## config.mk

```make
export PLATFORM = sky130hd
export DESIGN_NAME = bcc_core
export DESIGN_NICKNAME = d
export VERILOG_FILES = /design/src/common/bcc_pkg.sv /design/src/verilog/bcc_core.sv
export SDC_FILE = /design/constraint.sdc
export NUM_CORES = 1
export LEC_CHECK = 0
export ABC_AREA = 1
export BUFFER_PORTS_ARGS = -buffer_cell sky130_fd_sc_hd__clkbuf_2
export CORE_MARGIN = 4
export CORE_UTILIZATION = 37
export CTS_CLUSTER_DIAMETER = 100
export DETAILED_ROUTE_END_ITERATION = 10
export PLACE_DENSITY_LB_ADDON = 0.08
export REMOVE_ABC_BUFFERS = 1
export SYNTH_ARGS = -nofsm -noshare
export SYNTH_HDL_FRONTEND = slang
export SYNTH_SLANG_ARGS = --single-unit
```

## constraint.sdc

```tcl
create_clock -name clk_i -period 5.7 [get_ports clk_i]
set_input_delay 1.14 -clock clk_i [delete_from_list [all_inputs] [get_ports clk_i]]
set_output_delay 1.14 -clock clk_i [all_outputs]
set_load 0.02 [all_outputs]
```

## src/common/bcc_pkg.sv

```systemverilog
// package for the word conversion and signed compare datapath
// assumes a single 20 MHz clock and an APB3 master on the register side
`default_nettype none
package bcc_pkg;
    // ************************************
    // register offsets (byte addresses)
    // ************************************
    localparam logic [7:0] BCC_OFF_CTRL = 8'h00;
    localparam logic [7:0] BCC_OFF_GO = 8'h04;
    localparam logic [7:0] BCC_OFF_OPA = 8'h08;
    localparam logic [7:0] BCC_OFF_OPB = 8'h0C;
    localparam logic [7:0] BCC_OFF_RES = 8'h10;
    localparam logic [7:0] BCC_OFF_STAT = 8'h14;
    // ************************************
    // field positions
    // ************************************
    localparam int BCC_CTRL_EXEC = 0;
    localparam int BCC_CTRL_OP_LSB = 4;
    localparam int BCC_CTRL_PTR = 8;
    localparam int BCC_CTRL_AREA = 9;
    localparam int BCC_ST_ABOVE = 0;
    localparam int BCC_ST_MATCH = 1;
    localparam int BCC_ST_BELOW = 2;
    localparam int BCC_ST_FAULT = 3;
    localparam int BCC_ST_ZERO = 4;
    localparam int BCC_ST_POL = 5;
    localparam int BCC_ST_BUSY = 8;
    // ************************************
    // operation codes
    // ************************************
    localparam logic [2:0] BCC_OP_CMP = 3'h0;
    localparam logic [2:0] BCC_OP_D2H_W = 3'h1;
    localparam logic [2:0] BCC_OP_D2H_D = 3'h2;
    localparam logic [2:0] BCC_OP_H2D_W = 3'h3;
    localparam logic [2:0] BCC_OP_H2D_D = 3'h4;
    localparam logic [2:0] BCC_OP_TIME = 3'h5;
    // ************************************
    // limits, counts and reset values
    // ************************************
    localparam logic [15:0] BCC_HEX_WORD_MAX = 16'h270F;
    localparam logic [31:0] BCC_HEX_DBL_MAX = 32'h05F5E0FF;
    localparam logic [7:0] BCC_TIME_FIELD_MAX = 8'h59;
    localparam logic [31:0] BCC_SEC_PER_HOUR = 32'h00000E10;
    localparam logic [5:0] BCC_DIG_WORD = 6'h04;
    localparam logic [5:0] BCC_DIG_DBL = 6'h08;
    localparam logic [5:0] BCC_BITS_WORD = 6'h10;
    localparam logic [5:0] BCC_BITS_DBL = 6'h20;
    localparam logic [31:0] BCC_RST_WORD = 32'h00000000;
    typedef enum logic [1:0] {
        BCC_IDLE = 2'b00,
        BCC_TO_BIN = 2'b01,
        BCC_TO_BCD = 2'b10
    } bcc_state_e;
endpackage
`default_nettype wire

```

## src/verilog/bcc_core.sv

```systemverilog
// apb slave holding the signed double compare and bcd/binary/time conversions
// assumes a synchronous apb3 master on clk_i; no other clock, no interrupt
//
// Overview of operation
// - compare reads each operand as one signed 32-bit value, high word on top
// - compare leaves exactly one of above, match and below flags set
// - with the execution condition off nothing runs and nothing changes
// - conversions write only the result words, sources stay untouched
// - word decimal-to-hex turns four bcd digits into the equal binary
// - word decimal-to-hex with a bad digit sets fault and writes nothing
// - each conversion sets zero when its result is zero, clears otherwise
// - bcd-to-binary conversions always clear the polarity flag
// - double decimal-to-hex turns eight bcd digits into 32-bit binary
// - word hex-to-decimal turns binary into equal bcd digits
// - word hex-to-decimal above 270F sets fault and skips the write
// - double hex-to-decimal above 05F5E0FF does not run, results kept
// - double hex-to-decimal turns a 32-bit value into eight bcd digits
// - time source: seconds in bits 7:0, minutes 15:8, hours next word
// - total seconds written as eight bcd digits over two result words
// - minutes or seconds above 59 sets fault
// - a non-bcd digit in either time source word sets fault
// - a bad indirect pointer sets fault for every operation
// - a time source or result pair crossing an area sets fault
`default_nettype none
module bcc_core
    import bcc_pkg::*;
#(
    parameter int ADDR_W = 8
) (
    // clock and reset
    input wire logic clk_i,
    input wire logic rst_b_i,
    // apb slave
    input wire logic psel_i,
    input wire logic penable_i,
    input wire logic pwrite_i,
    input wire logic [ADDR_W-1:0] paddr_i,
    input wire logic [31:0] pwdata_i,
    output logic [31:0] prdata_o,
    output logic pready_o,
    output logic pslverr_o,
    // flags toward the sequencer
    output logic above_flag_o,
    output logic match_flag_o,
    output logic below_flag_o,
    output logic fault_flag_o,
    output logic zero_flag_o
);
    // ************************************
    // parameter check
    // ************************************
    if (ADDR_W < 5 || ADDR_W > 8) begin : g_bad_addr
        $error("bcc_core: ADDR_W must lie between 5 and 8");
    end

    // ************************************
    // state and helpers
    // ************************************
    typedef struct packed {
        logic [31:0] prdata;
        logic pready;
        logic pslverr;
        logic exec_en;
        logic [2:0] opcode;
        logic ptr_fault;
        logic area_fault;
        logic [31:0] opa;
        logic [31:0] opb;
        logic [31:0] res;
        logic above;
        logic match;
        logic below;
        logic fault;
        logic zero;
        logic polarity;
        bcc_state_e state;
        logic [2:0] op_run;
        logic [5:0] cnt;
        logic [31:0] acc;
        logic [31:0] sh;
        logic [31:0] bcd;
        logic [15:0] msec;
        logic [31:0] src_cp;
        logic done;
    } bcc_reg_s;

    bcc_reg_s q;
    bcc_reg_s d;
    logic [7:0] addr;
    logic rd_hit;
    logic [31:0] rd_val;
    logic wr_fire;
    logic go;

    // nibbles in the low n digits must all be 0..9
    function automatic logic bcd_ok(input logic [31:0] v, input logic [5:0] n);
        logic ok;
        ok = 1'b1;
        for (int i = 0; i < 8; i++) begin
            if (6'(i) < n && v[4*i +: 4] > 4'h9) begin
                ok = 1'b0;
            end
        end
        return ok;
    endfunction

    // add three to every digit of five or more before the shift
    function automatic logic [31:0] dd_adjust(input logic [31:0] b);
        logic [31:0] r;
        r = b;
        for (int i = 0; i < 8; i++) begin
            if (b[4*i +: 4] > 4'h4) begin
                r[4*i +: 4] = b[4*i +: 4] + 4'h3;
            end
        end
        return r;
    endfunction

    // reference decode of a valid bcd word, only the checks read it
    function automatic logic [31:0] bcd_ref(input logic [31:0] v);
        logic [31:0] a;
        a = BCC_RST_WORD;
        for (int i = 7; i >= 0; i--) begin
            a = 32'(a * 32'd10) + {28'h0, v[4*i +: 4]};
        end
        return a;
    endfunction

    assign addr = 8'(paddr_i);
    assign wr_fire = psel_i && penable_i && q.pready && pwrite_i && !q.pslverr;
    assign go = wr_fire && addr == BCC_OFF_GO;

    // ************************************
    // read decode
    // ************************************
    always_comb begin
        rd_hit = 1'b1;
        rd_val = BCC_RST_WORD;
        unique case (addr)
            BCC_OFF_CTRL: begin
                rd_val[BCC_CTRL_EXEC] = q.exec_en;
                rd_val[BCC_CTRL_OP_LSB +: 3] = q.opcode;
                rd_val[BCC_CTRL_PTR] = q.ptr_fault;
                rd_val[BCC_CTRL_AREA] = q.area_fault;
            end
            BCC_OFF_GO: rd_val = BCC_RST_WORD;
            BCC_OFF_OPA: rd_val = q.opa;
            BCC_OFF_OPB: rd_val = q.opb;
            BCC_OFF_RES: rd_val = q.res;
            BCC_OFF_STAT: begin
                rd_val[BCC_ST_ABOVE] = q.above;
                rd_val[BCC_ST_MATCH] = q.match;
                rd_val[BCC_ST_BELOW] = q.below;
                rd_val[BCC_ST_FAULT] = q.fault;
                rd_val[BCC_ST_ZERO] = q.zero;
                rd_val[BCC_ST_POL] = q.polarity;
                rd_val[BCC_ST_BUSY] = q.state != BCC_IDLE;
            end
            default: rd_hit = 1'b0;
        endcase
    end

    // ************************************
    // next state
    // ************************************
    always_comb begin
        logic [31:0] acc_n;
        logic [31:0] bcd_n;
        logic [6:0] mins;
        logic [6:0] secs;
        logic [31:0] adj;
        acc_n = BCC_RST_WORD;
        bcd_n = BCC_RST_WORD;
        adj = BCC_RST_WORD;
        mins = 7'(q.opa[15:12] * 4'hA) + {3'h0, q.opa[11:8]};
        secs = 7'(q.opa[7:4] * 4'hA) + {3'h0, q.opa[3:0]};
        d = q;
        d.done = 1'b0;
        // one wait state: answer prepared in the first access cycle
        if (psel_i && penable_i && !q.pready) begin
            d.pready = 1'b1;
            d.pslverr = !rd_hit;
            d.prdata = pwrite_i ? BCC_RST_WORD : rd_val;
        end else begin
            d.pready = 1'b0;
            d.pslverr = 1'b0;
            d.prdata = BCC_RST_WORD;
        end
        // operand writes never come from the engine, so sources stay put
        if (wr_fire) begin
            unique case (addr)
                BCC_OFF_CTRL: begin
                    d.exec_en = pwdata_i[BCC_CTRL_EXEC];
                    d.opcode = pwdata_i[BCC_CTRL_OP_LSB +: 3];
                    d.ptr_fault = pwdata_i[BCC_CTRL_PTR];
                    d.area_fault = pwdata_i[BCC_CTRL_AREA];
                end
                BCC_OFF_OPA: d.opa = pwdata_i;
                BCC_OFF_OPB: d.opb = pwdata_i;
                default: ;
            endcase
        end
        // start: ignored while busy or with the condition off
        if (go && q.exec_en && q.state == BCC_IDLE) begin
            d.fault = 1'b0;
            d.op_run = q.opcode;
            d.acc = BCC_RST_WORD;
            d.bcd = BCC_RST_WORD;
            d.src_cp = q.opa;
            if (q.ptr_fault) begin
                d.fault = 1'b1;
            end else begin
                unique case (q.opcode)
                    BCC_OP_CMP: begin
                        d.above = $signed(q.opa) > $signed(q.opb);
                        d.match = q.opa == q.opb;
                        d.below = $signed(q.opa) < $signed(q.opb);
                    end
                    BCC_OP_D2H_W: begin
                        if (!bcd_ok(q.opa, BCC_DIG_WORD)) begin
                            d.fault = 1'b1;
                        end else begin
                            d.sh = {q.opa[15:0], 16'h0000};
                            d.cnt = BCC_DIG_WORD;
                            d.state = BCC_TO_BIN;
                        end
                    end
                    BCC_OP_D2H_D: begin
                        if (!bcd_ok(q.opa, BCC_DIG_DBL)) begin
                            d.fault = 1'b1;
                        end else begin
                            d.sh = q.opa;
                            d.cnt = BCC_DIG_DBL;
                            d.state = BCC_TO_BIN;
                        end
                    end
                    BCC_OP_H2D_W: begin
                        if (q.opa[15:0] > BCC_HEX_WORD_MAX) begin
                            d.fault = 1'b1;
                        end else begin
                            d.sh = {q.opa[15:0], 16'h0000};
                            d.cnt = BCC_BITS_WORD;
                            d.state = BCC_TO_BCD;
                        end
                    end
                    BCC_OP_H2D_D: begin
                        if (q.opa > BCC_HEX_DBL_MAX) begin
                            d.fault = 1'b1;
                        end else begin
                            d.sh = q.opa;
                            d.cnt = BCC_BITS_DBL;
                            d.state = BCC_TO_BCD;
                        end
                    end
                    BCC_OP_TIME: begin
                        if (q.area_fault) begin
                            d.fault = 1'b1;
                        end else if (!bcd_ok(q.opa, BCC_DIG_DBL)) begin
                            d.fault = 1'b1;
                        end else if (q.opa[15:8] > BCC_TIME_FIELD_MAX || q.opa[7:0] > BCC_TIME_FIELD_MAX) begin
                            d.fault = 1'b1;
                        end else begin
                            // minutes and seconds folded now, hours decoded below
                            d.msec = 16'(mins * 7'd60) + {9'h000, secs};
                            d.sh = {q.opa[31:16], 16'h0000};
                            d.cnt = BCC_DIG_WORD;
                            d.state = BCC_TO_BIN;
                        end
                    end
                    default: d.fault = 1'b1;
                endcase
            end
        end
        // iterative engine, one digit or one bit per cycle
        unique case (q.state)
            BCC_IDLE: ;
            BCC_TO_BIN: begin
                acc_n = 32'(q.acc * 32'd10) + {28'h0, q.sh[31:28]};
                d.acc = acc_n;
                d.sh = {q.sh[27:0], 4'h0};
                d.cnt = q.cnt - 6'h01;
                if (q.cnt == 6'h01) begin
                    if (q.op_run == BCC_OP_TIME) begin
                        // hours max 9999 keeps the total inside 32 bits
                        d.sh = 32'(acc_n * BCC_SEC_PER_HOUR) + {16'h0000, q.msec};
                        d.bcd = BCC_RST_WORD;
                        d.cnt = BCC_BITS_DBL;
                        d.state = BCC_TO_BCD;
                    end else begin
                        if (q.op_run == BCC_OP_D2H_W) begin
                            d.res[15:0] = acc_n[15:0];
                        end else begin
                            d.res = acc_n;
                        end
                        d.zero = acc_n == BCC_RST_WORD;
                        d.polarity = 1'b0;
                        d.done = 1'b1;
                        d.state = BCC_IDLE;
                    end
                end
            end
            BCC_TO_BCD: begin
                adj = dd_adjust(q.bcd);
                bcd_n = {adj[30:0], q.sh[31]};
                d.bcd = bcd_n;
                d.sh = {q.sh[30:0], 1'b0};
                d.cnt = q.cnt - 6'h01;
                if (q.cnt == 6'h01) begin
                    if (q.op_run == BCC_OP_H2D_W) begin
                        d.res[15:0] = bcd_n[15:0];
                        d.zero = bcd_n[15:0] == 16'h0000;
                    end else begin
                        d.res = bcd_n;
                        d.zero = bcd_n == BCC_RST_WORD;
                    end
                    d.done = 1'b1;
                    d.state = BCC_IDLE;
                end
            end
            default: d.state = BCC_IDLE;
        endcase
    end

    // ************************************
    // registers
    // ************************************
    always_ff @(posedge clk_i) begin
        if (!rst_b_i) begin
            q <= '0;
        end else begin
            q <= d;
        end
    end

    // outputs straight from flops
    assign prdata_o = q.prdata;
    assign pready_o = q.pready;
    assign pslverr_o = q.pslverr;
    assign above_flag_o = q.above;
    assign match_flag_o = q.match;
    assign below_flag_o = q.below;
    assign fault_flag_o = q.fault;
    assign zero_flag_o = q.zero;
endmodule
`default_nettype wire

```

==> impl_metrics.env <==
export IMPL_antenna_found_initial=0
export IMPL_powerDensity_nw_per_um2=141.1
export IMPL_nNetsFinal=3813
export IMPL_top_layer_used="met4"
export IMPL_yosys_warnings=0
export IMPL_postRouteAntennaNets=0
export IMPL_synth_edf_count=0
export IMPL_post_route_period_util_pct=105.1
export IMPL_wl_um=76850
export IMPL_clkTransAtPathRegs_ns=0.06
export IMPL_dieArea_um2=62040
export IMPL_fp_dieH_um=249.1
export IMPL_cts_root_buf="clkbuf_16"
export IMPL_place_hpwl_um=58750
export IMPL_placed_cells=4187
export IMPL_vias=22111
export IMPL_violations="setup timing"
export IMPL_status="complete, but fails checks"
export IMPL_netlist_instances=3167
export IMPL_fmax_mhz=167.0
export IMPL_place_gp_congestion=0.9392
export IMPL_async_flop_share_pct=0
export IMPL_core_um2=57590
export IMPL_grtUsageTotal_pct=23.80
export IMPL_report_final_hold_viol_count=0
export IMPL_grt_overflow=0
export IMPL_end_kind="flop"
export IMPL_first_pass_iters=8
export IMPL_fin_util_pct=47.61
export IMPL_ioPinCount=84
export IMPL_drc=0
export IMPL_finalNonFillerCells=4288
export IMPL_cts_sinks=261
export IMPL_peakVddDrop_uv=237.0
export IMPL_drt_vias_per_instance=5.156
export IMPL_synth_top_flop_cell="dfxtp_1"
export IMPL_grt_pass1_wl_um=120100
export IMPL_ff_latch_area_um2=5238
export IMPL_cts_buffers=31
export IMPL_holdWs_ns=0.4608
export IMPL_initial_core_util_pct=37.34
export IMPL_cts_tree="built"
export IMPL_critPathMaxFanout=4
export IMPL_rows=88
export IMPL_synth_area_um2=21500
export IMPL_diodes=0
export IMPL_synthDistinctLibCells=62
export IMPL_drtIter0Drc=1249
export IMPL_grt_pass1_vias=21954
export IMPL_worst_pin_slew_ns=1.051
export IMPL_layout_setup_ws_ns=-0.2894
export IMPL_portBuffers=83
export IMPL_final_cell_area_um2=27410
export IMPL_min_path_type="reg -> reg"
export IMPL_min_period_ns=5.989
export IMPL_wl_met3_um=3592
export IMPL_maxCapViolations=0
export IMPL_setup_violations=11
export IMPL_die_width_um=249.1
export IMPL_arrival_ns=6.47
export IMPL_grt_max_degree=78
export IMPL_cp_slowest_cell="fa_1"
export IMPL_dp_slack_ns=-0.7126
export IMPL_drive_gt1_share_pct=23.22
export IMPL_h_tree_depth=1
export IMPL_clock_path_buffers=3
export IMPL_critPathMaxStageDelay_ns=0.59
export IMPL_holdBufCountCts=0
export IMPL_leakage_nw=12.37
export IMPL_fin_skew_ns=0.01566
export IMPL_nFillCells=5864
export IMPL_worstSkewPairLatency_ns=0.60
export IMPL_multiInputGateArea_um2=15140
export IMPL_max_slew_margin_pct=29.30
export IMPL_worst_setup_path_type="reg -> reg"
export IMPL_slew_violations=0
export IMPL_area_delta_synth_final_pct=27.49
export IMPL_crit_required_ns=6.18
export IMPL_yosysSeqAreaShare_pct=24.30
export IMPL_place_area_um2=24590
export IMPL_ys_ff_latch=261
export IMPL_route_met2_wl_um=36460
export IMPL_met1_length_um=34810
export IMPL_critPathLaunchType="flop"
export IMPL_rsz0062_at_grt="true"
export IMPL_avgSynthCellArea_um2=6.790
export IMPL_wire_per_inst_um=17.92
## per-stage QoR
stage                     TNS, ns  power (W)
after global routing       -6.483   0.003989
after detailed placement   -6.509   0.001937
final                      -1.983   0.003868
after floorplan            -3.047   0.001888
after CTS                  -2.697   0.003920
after global placement     -5.556   0.001936
## worst max-delay path, delay by kind of cell (launching register included)
family / cells / cell delay, ns
adders and majority gates: 7 / 2.33
buffers and inverters: 6 / 0.44
xor gates and xnor gates: 1 / 0.14
and+or+nand+nor: 19 / 1.89
AOI/OAI and AO/OA: 6 / 0.70
DFF: 1 / 0.35
## path summary, 6_finish.rpt
kind               start  endpoint  slack (ns)  cells past startpoint
hold reg to reg    q[80]     q[80]        0.46                      2
setup / recovery  q[116]    q[112]       -0.29                     39
setup reg to reg  q[116]    q[112]       -0.29                     39
hold / removal     q[80]     q[80]        0.46                      2
## cells in the mapped netlist (3+ instances only)
| library cell | instances | area share, % |
|---|---|---|
| o211ai_1 | 7 | 0.24 |
| o21a_1 | 5 | 0.17 |
| clkinv_1 | 3 | 0.052 |
| buf_1 | 14 | 0.24 |
| nor3_1 | 55 | 1.3 |
| nor4_1 | 18 | 0.52 |
| a21oi_1 | 267 | 6.2 |
| or2_2 | 15 | 0.44 |
| a221oi_1 | 15 | 0.61 |
| nand2_1 | 588 | 10 |
| fa_1 | 43 | 4.0 |
| nor2_1 | 266 | 4.6 |
| inv_2 | 8 | 0.14 |
| nor3b_1 | 3 | 0.10 |
| o21ai_0 | 252 | 5.9 |
| o21bai_1 | 10 | 0.35 |
| xnor2_1 | 19 | 0.77 |
| a211oi_1 | 37 | 1.3 |
| inv_1 | 514 | 9.0 |
| nand3_2 | 5 | 0.23 |
| o22ai_1 | 23 | 0.67 |
| a21oi_2 | 3 | 0.12 |
| nand4_1 | 45 | 1.3 |
| nand2_4 | 9 | 0.47 |
| ha_1 | 225 | 13 |
| nand2_2 | 20 | 0.58 |
| o31ai_1 | 5 | 0.17 |
| clkbuf_1 | 86 | 1.5 |
| nor3_2 | 5 | 0.23 |
| buf_4 | 33 | 1.2 |
| and3_1 | 3 | 0.087 |
| dfxtp_1 | 261 | 24 |
| nand3_1 | 115 | 2.7 |
| a31oi_1 | 37 | 1.1 |
| o221ai_1 | 19 | 0.77 |
| nor2_2 | 13 | 0.38 |
| nor2_4 | 5 | 0.26 |
| xor2_1 | 78 | 3.2 |
| a21o_1 | 7 | 0.24 |
## state kept, by name (all words and copies together), names as in the netlist
name	flops
above_flag_o	1
below_flag_o	1
fault_flag_o	1
match_flag_o	1
prdata_o	32
pready_o	1
pslverr_o	1
q	222
zero_flag_o	1
## placed cells by master, fill, tap and decap left out, drive strengths merged, types with 23 or more instances in the layout
cell,count
nand2,617
inv,526
buf,353
nor2,284
a21oi,270
dfxtp,261
o21ai,255
ha,225
clkbuf,129
nand3,120
xor2,80
nor3,60
nand4,45
fa,43
a211oi,37
a31oi,37
o22ai,23
## metal layers
metal / up-vias / track usage (%)
li1: 11037 / -
met1: 10488 / 31.92
met2: 482 / 41.20
met3: 104 / 2.735
met4: 0 / 5.579
met5: - / 0
## area by class of cell
cell class	instances	share of cell area, %
flip-flops and latches	261	19.11
well taps	765	3.492
multi-input cells	2245	55.24
clock inverters	9	0.2145
repair buffers	435	11.26
inverters	526	7.239
clock buffers	47	3.450
## cell families after synthesis
| kind of cell | synth area share [%] |
|---|---|
| adder cells (fa/ha/maj) | 17.10 |
| buffers and inverters | 12.14 |
| AND/OR/NAND/NOR | 23.79 |
| AO/OA/AOI/OAI | 18.58 |
| XOR/XNOR | 4.102 |
| flip-flops | 24.30 |
## repair_timing
item | in CTS | in global routing
gates resized for setup | 149 | 154
pin swaps | 101 | 118
setup endpoints to repair | 14 | 20
buffers inserted | 30 | 17
## power by group
part / internal (W) / switching, W
clock network: 0.00114 / 0.000834
logic: 0.0000192 / 0.0000529
registers: 0.00182 / 0.000000411
total: 0.00298 / 0.000888
Power figures use the tool's default switching activity.
